==> src/hw/dbtc_defs.svh <==
// register indices, control bit positions and reset values of the timer
`ifndef DBTC_DEFS_SVH
`define DBTC_DEFS_SVH

// register indices; byte address is four times the index
`define DBTC_IDX_CTRL  16'hFE10
`define DBTC_IDX_PRR   16'hFE11
`define DBTC_IDX_LCNT  16'hFE12
`define DBTC_IDX_HCNT  16'hFE13
`define DBTC_IDX_LDATA 16'hFE14
`define DBTC_IDX_HDATA 16'hFE15
`define DBTC_IDX_LCAPA 16'hFE16
`define DBTC_IDX_HCAPA 16'hFE17
`define DBTC_IDX_LCAPB 16'hFE1E
`define DBTC_IDX_HCAPB 16'hFE1F

// control register bit positions
`define DBTC_B_HRUN  7
`define DBTC_B_LRUN  6
`define DBTC_B_WIDE  5
`define DBTC_B_LEXT  4
`define DBTC_B_HFLAG 3
`define DBTC_B_HIE   2
`define DBTC_B_LFLAG 1
`define DBTC_B_LIE   0

// reset values and counting constants
`define DBTC_RST_BYTE 8'h00
`define DBTC_RST_WORD 32'h0000_0000
`define DBTC_ONE      8'h01
`define DBTC_TOP      8'hFF

`endif

==> src/hw/dbtc_pkg.sv <==
// types and mode decode of the dual byte timer
package dbtc_pkg;

   typedef enum logic [1:0]
   {
      DBTC_MODE_DUAL     = 2'b00,
      DBTC_MODE_EXT_LOW  = 2'b01,
      DBTC_MODE_WIDE_PRE = 2'b10,
      DBTC_MODE_WIDE_EXT = 2'b11
   } dbtc_mode_t;

   function automatic dbtc_mode_t dbtc_mode(input logic wide, input logic ext);
      return dbtc_mode_t'({wide, ext});
   endfunction

   function automatic logic dbtc_hit(input logic [15:0] idx, input logic [15:0] target);
      return idx == target;
   endfunction

endpackage

==> src/hw/dbtc_timer.sv <==
// dual byte timer/counter with prescaler, match buffers and captures
//
// Contract
// - prescaler counts every cycle except hold
// - prescaler pulses on match, period value+1
// - prescaler restarts on match or write
// - run bits 6 and 7 gate counting
// - bit 4 picks low clock source
// - bit 5 picks high clock source
// - wide mode matches all sixteen bits
// - bits 5 and 4 decode four modes
// - byte mode each byte matches own buffer
// - counter clears on match, zero when stopped
// - buffer follows data stopped, reloads on match
// - match flags sticky until software clears
// - wide match sets both flags together while bit 7 runs, low flag only otherwise
// - high enable and flag request interrupt
// - low enable and flag request interrupt
// - low capture a source follows bit 5
// - high capture a on high input
// - low capture b source follows bit 5
// - high capture b on second high input
// - low count read only
`timescale 1ns/1ps
`include "dbtc_defs.svh"

module dbtc_timer
   import dbtc_pkg::*;
#(
   parameter int ADR_W = 18
)
(
   // clock and reset
   input  wire logic             core_clk,
   input  wire logic             rstn,
   // wishbone slave
   input  wire logic             wb_cyc_i,
   input  wire logic             wb_stb_i,
   input  wire logic             wb_we_i,
   input  wire logic [ADR_W-1:0] wb_adr_i,
   input  wire logic [3:0]       wb_sel_i,
   input  wire logic [31:0]      wb_dat_i,
   output logic      [31:0]      wb_dat_o,
   output logic                  wb_ack_o,
   // power state
   input  wire logic             hold_i,
   // detected pin events, one cycle each
   input  wire logic             external_count_input,
   input  wire logic             low_capture_input,
   input  wire logic             high_capture_input,
   input  wire logic             second_low_capture_input,
   input  wire logic             second_high_capture_input,
   // interrupt requests
   output logic                  high_irq_o,
   output logic                  low_irq_o
);

   logic [7:0]  ctrl_reg;
   logic [7:0]  ctrl_next;
   logic [7:0]  prr_reg;
   logic [7:0]  pres_reg;
   logic [7:0]  lo_reg;
   logic [7:0]  lo_next;
   logic [7:0]  hi_reg;
   logic [7:0]  hi_next;
   logic [7:0]  ldata_reg;
   logic [7:0]  hdata_reg;
   logic [7:0]  lbuf_reg;
   logic [7:0]  hbuf_reg;
   logic [7:0]  lcapa_reg;
   logic [7:0]  hcapa_reg;
   logic [7:0]  lcapb_reg;
   logic [7:0]  hcapb_reg;
   logic [7:0]  rd_next;
   logic        ack_reg;
   logic [31:0] dat_reg;
   logic        hirq_reg;
   logic        lirq_reg;
   logic [15:0] idx;
   logic        wb_req;
   logic        wr_commit;
   logic        wr_ctrl;
   logic        wr_prr;
   logic        wr_ldata;
   logic        wr_hdata;
   dbtc_mode_t  mode;
   logic        wide;
   logic        ext_sel;
   logic        run_lo;
   logic        run_hi;
   logic        pres_match;
   logic        lo_tick;
   logic        hi_tick;
   logic        lo_hit;
   logic        hi_hit;
   logic        wide_hit;
   logic        lo_match;
   logic        hi_match;

   // bus decode
   assign idx       = wb_adr_i[17:2];
   assign wb_req    = wb_cyc_i & wb_stb_i;
   assign wr_commit = wb_req & wb_we_i & ack_reg & wb_sel_i[0];
   assign wr_ctrl   = wr_commit & dbtc_hit(idx, `DBTC_IDX_CTRL);
   assign wr_prr    = wr_commit & dbtc_hit(idx, `DBTC_IDX_PRR);
   assign wr_ldata  = wr_commit & dbtc_hit(idx, `DBTC_IDX_LDATA);
   assign wr_hdata  = wr_commit & dbtc_hit(idx, `DBTC_IDX_HDATA);

   // mode decode
   assign mode    = dbtc_mode(ctrl_reg[`DBTC_B_WIDE], ctrl_reg[`DBTC_B_LEXT]);
   assign wide    = (mode == DBTC_MODE_WIDE_PRE) | (mode == DBTC_MODE_WIDE_EXT);
   assign ext_sel = (mode == DBTC_MODE_EXT_LOW) | (mode == DBTC_MODE_WIDE_EXT);
   assign run_lo  = ctrl_reg[`DBTC_B_LRUN];
   assign run_hi  = ctrl_reg[`DBTC_B_HRUN];

   // prescaler
   assign pres_match = ~hold_i & (pres_reg == prr_reg);

   always_ff @(posedge core_clk or negedge rstn)
   begin
      if (!rstn)
         pres_reg <= `DBTC_RST_BYTE;
      else if (wr_prr | pres_match)
         pres_reg <= `DBTC_RST_BYTE;
      else if (!hold_i)
         pres_reg <= pres_reg + `DBTC_ONE;
   end

   always_ff @(posedge core_clk or negedge rstn)
   begin
      if (!rstn)
         prr_reg <= `DBTC_RST_BYTE;
      else if (wr_prr)
         prr_reg <= wb_dat_i[7:0];
   end

   // count sources and matches
   assign lo_tick  = run_lo & ~hold_i & (ext_sel ? external_count_input : pres_match);
   assign hi_tick  = run_hi & pres_match;
   assign lo_hit   = lo_reg == lbuf_reg;
   assign hi_hit   = hi_reg == hbuf_reg;
   assign wide_hit = {hi_reg, lo_reg} == {hbuf_reg, lbuf_reg};
   assign lo_match = wide ? (lo_tick & wide_hit) : (lo_tick & lo_hit);
   assign hi_match = wide ? (lo_tick & wide_hit & run_hi) : (hi_tick & hi_hit);

   always_comb
   begin
      lo_next = lo_reg;
      hi_next = hi_reg;
      if (wide)
      begin
         if (lo_tick)
         begin
            if (wide_hit)
            begin
               lo_next = `DBTC_RST_BYTE;
               hi_next = `DBTC_RST_BYTE;
            end
            else
            begin
               lo_next = lo_reg + `DBTC_ONE;
               // high byte counts low byte carries
               if (lo_reg == `DBTC_TOP)
                  hi_next = hi_reg + `DBTC_ONE;
            end
         end
      end
      else
      begin
         if (lo_tick)
            lo_next = lo_hit ? `DBTC_RST_BYTE : lo_reg + `DBTC_ONE;
         if (hi_tick)
            hi_next = hi_hit ? `DBTC_RST_BYTE : hi_reg + `DBTC_ONE;
      end
      if (!run_lo)
         lo_next = `DBTC_RST_BYTE;
      if (!run_hi)
         hi_next = `DBTC_RST_BYTE;
   end

   // counters, never written by software
   always_ff @(posedge core_clk or negedge rstn)
   begin
      if (!rstn)
      begin
         lo_reg <= `DBTC_RST_BYTE;
         hi_reg <= `DBTC_RST_BYTE;
      end
      else
      begin
         lo_reg <= lo_next;
         hi_reg <= hi_next;
      end
   end

   // match data
   always_ff @(posedge core_clk or negedge rstn)
   begin
      if (!rstn)
      begin
         ldata_reg <= `DBTC_RST_BYTE;
         hdata_reg <= `DBTC_RST_BYTE;
      end
      else
      begin
         if (wr_ldata)
            ldata_reg <= wb_dat_i[7:0];
         if (wr_hdata)
            hdata_reg <= wb_dat_i[7:0];
      end
   end

   // match buffers
   always_ff @(posedge core_clk or negedge rstn)
   begin
      if (!rstn)
      begin
         lbuf_reg <= `DBTC_RST_BYTE;
         hbuf_reg <= `DBTC_RST_BYTE;
      end
      else
      begin
         if (!run_lo | lo_match)
            lbuf_reg <= ldata_reg;
         if (!run_hi | hi_match)
            hbuf_reg <= hdata_reg;
      end
   end

   // control with sticky flags, hardware set beats a software clear
   always_comb
   begin
      ctrl_next = ctrl_reg;
      if (wr_ctrl)
         ctrl_next = wb_dat_i[7:0];
      if (hi_match)
         ctrl_next[`DBTC_B_HFLAG] = 1'b1;
      if (lo_match)
         ctrl_next[`DBTC_B_LFLAG] = 1'b1;
   end

   always_ff @(posedge core_clk or negedge rstn)
   begin
      if (!rstn)
         ctrl_reg <= `DBTC_RST_BYTE;
      else
         ctrl_reg <= ctrl_next;
   end

   // interrupt requests, aligned with the flags
   always_ff @(posedge core_clk or negedge rstn)
   begin
      if (!rstn)
      begin
         hirq_reg <= 1'b0;
         lirq_reg <= 1'b0;
      end
      else
      begin
         // toward vector 0023H
         hirq_reg <= ctrl_next[`DBTC_B_HIE] & ctrl_next[`DBTC_B_HFLAG];
         // toward vector 0013H
         lirq_reg <= ctrl_next[`DBTC_B_LIE] & ctrl_next[`DBTC_B_LFLAG];
      end
   end

   // captures sample the count before this cycle's update
   always_ff @(posedge core_clk or negedge rstn)
   begin
      if (!rstn)
      begin
         lcapa_reg <= `DBTC_RST_BYTE;
         hcapa_reg <= `DBTC_RST_BYTE;
         lcapb_reg <= `DBTC_RST_BYTE;
         hcapb_reg <= `DBTC_RST_BYTE;
      end
      else
      begin
         if (wide ? high_capture_input : low_capture_input)
            lcapa_reg <= lo_reg;
         if (high_capture_input)
            hcapa_reg <= hi_reg;
         if (wide ? second_high_capture_input : second_low_capture_input)
            lcapb_reg <= lo_reg;
         if (second_high_capture_input)
            hcapb_reg <= hi_reg;
      end
   end

   // read mux, unmapped reads return zero
   always_comb
   begin
      rd_next = `DBTC_RST_BYTE;
      case (idx)
         `DBTC_IDX_CTRL:  rd_next = ctrl_reg;
         `DBTC_IDX_PRR:   rd_next = prr_reg;
         `DBTC_IDX_LCNT:  rd_next = lo_reg;
         `DBTC_IDX_HCNT:  rd_next = hi_reg;
         `DBTC_IDX_LDATA: rd_next = ldata_reg;
         `DBTC_IDX_HDATA: rd_next = hdata_reg;
         `DBTC_IDX_LCAPA: rd_next = lcapa_reg;
         `DBTC_IDX_HCAPA: rd_next = hcapa_reg;
         `DBTC_IDX_LCAPB: rd_next = lcapb_reg;
         `DBTC_IDX_HCAPB: rd_next = hcapb_reg;
         default:         rd_next = `DBTC_RST_BYTE;
      endcase
   end

   // one wait state answer
   always_ff @(posedge core_clk or negedge rstn)
   begin
      if (!rstn)
      begin
         ack_reg <= 1'b0;
         dat_reg <= `DBTC_RST_WORD;
      end
      else
      begin
         ack_reg <= wb_req & ~ack_reg;
         if (wb_req & ~ack_reg)
            dat_reg <= {24'h000000, rd_next};
      end
   end

   assign wb_ack_o   = ack_reg;
   assign wb_dat_o   = dat_reg;
   assign high_irq_o = hirq_reg;
   assign low_irq_o  = lirq_reg;
endmodule // dbtc_timer

==> config.mk <==
export PLATFORM = sky130hd
export DESIGN_NAME = dbtc_timer
export DESIGN_NICKNAME = d
export VERILOG_FILES = /design/src/hw/dbtc_pkg.sv /design/src/hw/dbtc_timer.sv
export VERILOG_INCLUDE_DIRS = /design/src /design/src/hw
export SDC_FILE = /design/constraint.sdc
export NUM_CORES = 1
export LEC_CHECK = 0
export ABC_AREA = 1
export BUFFER_PORTS_ARGS = -buffer_cell sky130_fd_sc_hd__buf_2
export CAP_MARGIN = 10
export CORE_ASPECT_RATIO = 1.5
export CORE_MARGIN = 5
export CORE_UTILIZATION = 52
export CTS_CLUSTER_SIZE = 25
export DETAILED_ROUTE_END_ITERATION = 16
export PLACE_DENSITY = 0.77
export REMOVE_ABC_BUFFERS = 1
export SLEW_MARGIN = 5
export SYNTH_ARGS = -nofsm -noshare
export SYNTH_HDL_FRONTEND = slang
export SYNTH_SLANG_ARGS = --single-unit
export TNS_END_PERCENT = 50
==> constraint.sdc <==
create_clock -name core_clk -period 1.7 [get_ports core_clk]
set_input_delay 0.255 -clock core_clk [delete_from_list [all_inputs] [get_ports core_clk]]
set_output_delay 0.255 -clock core_clk [all_outputs]
set_load 0.005 [all_outputs]
==> metrics.md <==
| Metric | Value |
|---|---|
| VDD IR max | 0.997 mV |
| Timing-limited maximum frequency | 0.547 GHz |
| Fin crit share | 108% |
| Post-route core utilization | 69.5% |
| CTS tree | done |
| Worst hold-check path type | in -> reg |
| Worst clock skew on the final layout | 0.00581 ns |
| Setup slack of the most critical reg-to-reg path | -0.13 ns |
| Total wirelength of the detailed-routed design | 20,000 um |
| Maximum buffer depth of the clock tree | 2 |
| Share of flip-flops with an asynchronous set or reset | 100% |
| Synthesized-area fraction occupied by adder cells | 0.581% |
| Number of cells traversed by the worst hold path | 3 |
| Global-route wire length before repair | 30,300 um |
| Total clock sinks | 115 |
| Cell Pwr Density | 902 mW/mm^2 |
| Horizontal extent of the die | 101 um |
| Residual DRC | 0 |
| Max Cap Viol | 0 |
| Number of hold-slack violations in the final timing report | 0 |
| Root Driver | clkbuf_16 |
| Arrival @ worst endpoint | 2.16 ns |
| Setup repair after global routing missed its margin | true |
| Largest cells by area after synthesis | dfrtp_1 45%, nand2_1 15%, nand3_1 6.2% |
| Total power | 7.73 mW |
| Number of antenna violations at the first check in global routing | 0 |
| #FFs+latches synth | 115 |
| Slew Viols, Final | 0 |
| Quantity of I/O buffers inserted on ports | 46 |
| Average cell area after synthesis | 7.58 um^2 |
| Count of filler cells inserted in the layout | 920 |
| I/O pin cnt | 100 |
| Area share of the largest cell type after synthesis | 44.5% |
| Buffer and inverter count on the worst path | 2 |
| Remaining antenna violation count | 0 |
| H-Tree Depth | 4 |
| Post-DP HPWL | 13,800 um |
| Number of vias after detailed routing | 6,465 |
| Number of logic stages on the critical path including buffering | 12 |
| Chip height | 147 um |
| Cell seen most often among critical-path stages | nand2_2 |
| Synthesis-to-layout area growth | 32.5% |
| Worst-path cell chain | inv_2, nand2_2, nand2_2, nor2_2, nand2_2, nor2_4, inv_2, o21ai_4, nand2_4, nand2_8, nand2_2, o21ai_2 |
| Pin count of the biggest net entering global routing | 43 |
| Net count of the finished layout | 1,078 |
| Total core area | 0.0123 mm^2 |
| Register area share after synthesis | 44.5% |
| Failing checks | negative setup slack |
| Dominant combinational cell family by area after synthesis | simple AND/OR/NAND/NOR gates |
| Post-synth design cell area | 0.00646 mm^2 |
| Leak | 4.38 nW |
| Top flip-flop cell by instance count after synthesis | dfrtp_1 |
| Synthesized-area fraction occupied by ao, oa, aoi and oai cells | 10.1% |
| CP max FO | 8 |
| Result of the run | finished with violations |
| Final setup slack of the worst path | -0.129 ns |
| Initial core utilization | 52.4% |
| Register clock-pin slew on the reported worst setup and hold paths | 0.06 ns |
| Worst hold slack | 0.0721 ns |
| Final estimated routing congestion in global placement | 0.944 |
| DR vias/cell | 5.48 |
| Post-DR wirelength/cell | 16.9 um |
| Crit Path Category | reg -> reg |
| Iteration-0 DRC Markers | 606 |
| Required time of the worst setup path | 2.04 ns |
| Cell count after synthesis | 852 |
| Worst setup SP type | register |
| Highest-delay cell along the critical path | dfrtp_1 |
| Total track usage | 26.5% |
| Inserted Clock Buffers | 17 |
| Number of distinct standard cells referenced by the synthesized netlist | 39 |
| Critical path capture point type | register |
| Gate family responsible for the most delay along the worst path | simple AND/OR/NAND/NOR gates |
| Worst reg-to-reg path cell count | 12 |
| Top library cells by usage in the layout, fill and taps aside | 222 x nand2_1, 112 x dfrtp_1, 107 x buf_4, 77 x nand3_1, 69 x inv_1 |
| Die area | 0.0148 mm^2 |
| Drt pass-1 iters | 6 |
| Mux contribution to synthesized area | 0.174% |
| EDFF count, synth | 0 |
| Via count of the first global-routing pass | 6,212 |
| Site row count | 50 |
| Crit path largest cell delay | 0.43 ns |
| Xor and xnor fraction of the mapped netlist area | 1.76% |
| Simple-gate share of the synthesized area | 32.4% |
| Later-pin clock latency in the skew report | 0.41 ns |
| Inserted Diodes | 0 |
| Final number of setup-violating endpoints | 24 |
| Cell accounting for the most synthesized area | dfrtp_1 |
| Share of final-layout standard cells stronger than drive strength 1 | 29.9% |
| Leading cell type in the layout, fill and taps excluded | nand2_1 |
| Setup Slack @ Placement | -0.126 ns |
| Gr ovfl total | 0 |
| Final critical-path required period | 1.83 ns |
| Count of yosys warnings during synthesis | 0 |
## area by class of cell
class	instances	area (um^2)	area share (%)
Clock inverter	12	203	2.37
Clock buffer	20	457	5.33
Timing Repair Buffer	165	1230	14.4
Tap cell	156	195	2.28
Sequential cell	115	2880	33.7
Inverter	87	329	3.84
Multi-Input combinational cell	624	3270	38.1
## worst reg2reg max path, cell delays in order, from the launching register on
cell and delay (ns):
dfrtp_1 0.43, inv_2 0.08, nand2_2 0.07, nand2_2 0.05, nor2_2 0.11, nand2_2 0.08
nor2_4 0.21, inv_2 0.08, o21ai_4 0.23, nand2_4 0.15, nand2_8 0.14, nand2_2 0.06
o21ai_2 0.06
## through the flow
stage	instance area, um^2	setup TNS [ns]	instances
after floorplan	6200	-93.11	824
after global placement	7450	-2.26	1128
after detailed placement	7450	-3.44	1128
after CTS	8210	-0.233	1165
after global routing	8560	-6.11	1179
final	8560	-1.76	1179
## repair_timing
item | in CTS | in global routing
buffers inserted | 4 | 11
gates resized for setup | 19 | 74
cloned | 0 | 3
setup endpoints to repair | 40 | 44
endpoints found under the hold margin | 23 | 0
hold buffers | 1 | 0
pin swaps | 6 | 25
## logic make-up (layout without fill, tap and decap cells)
logic type | after synthesis | count (layout)
buffers and inverters | 138 | 284
AND/OR/NAND/NOR | 463 | 465
XOR/XNOR | 13 | 13
multiplexers | 1 | 1
adder cells (fa/ha/maj) | 3 | 3
other | 1 | 24
AO/OA/AOI/OAI | 118 | 118
flip-flops | 115 | 115
## synthesized netlist by cell type, types with 3 or more instances
| library cell | n |
|---|---|
| o21ai_0 | 60 |
| nor3_2 | 7 |
| xor2_1 | 13 |
| nand4_1 | 18 |
| nand3b_1 | 10 |
| ha_1 | 3 |
| nand3_2 | 4 |
| a21oi_1 | 28 |
| nand2_2 | 4 |
| o21ai_2 | 8 |
| o21ai_1 | 17 |
| dfrtp_1 | 115 |
| nor3_1 | 6 |
| clkbuf_1 | 7 |
| nand2_1 | 253 |
| inv_2 | 10 |
| inv_1 | 77 |
| nor2_1 | 68 |
| nor2_2 | 3 |
| nand3_1 | 80 |
| buf_4 | 28 |
| buf_2 | 12 |
## power breakdown
group / total, mW / internal [mW] / switching (mW) / leakage [nW]
Sequential: 2.96 / 2.86 / 0.0939 / 1.51
Combinational: 0.803 / 0.368 / 0.435 / 2.56
Clock: 3.97 / 2.68 / 1.29 / 0.309
Total: 7.73 / 5.91 / 1.81 / 4.38
## layer usage
metal / wire, um / track usage, %
met1: 6930 / 28.5
met2: 10300 / 46.2
met3: 1300 / 5.50
met4: 1480 / 16.8
met5: 0 / 0
## worst paths after layout
kind | startpoint | to
max | lo_reg[3] | lbuf_reg[5]
min reg2reg | wb_dat_o[7] | wb_dat_o[7]
max reg2reg | lo_reg[3] | lbuf_reg[5]
min in group asynchronous | rstn | hi_reg[4]
min | wb_dat_i[0] | prr_reg[0]
max in group asynchronous | rstn | lo_reg[4]
(Power assumes the default switching activity.)
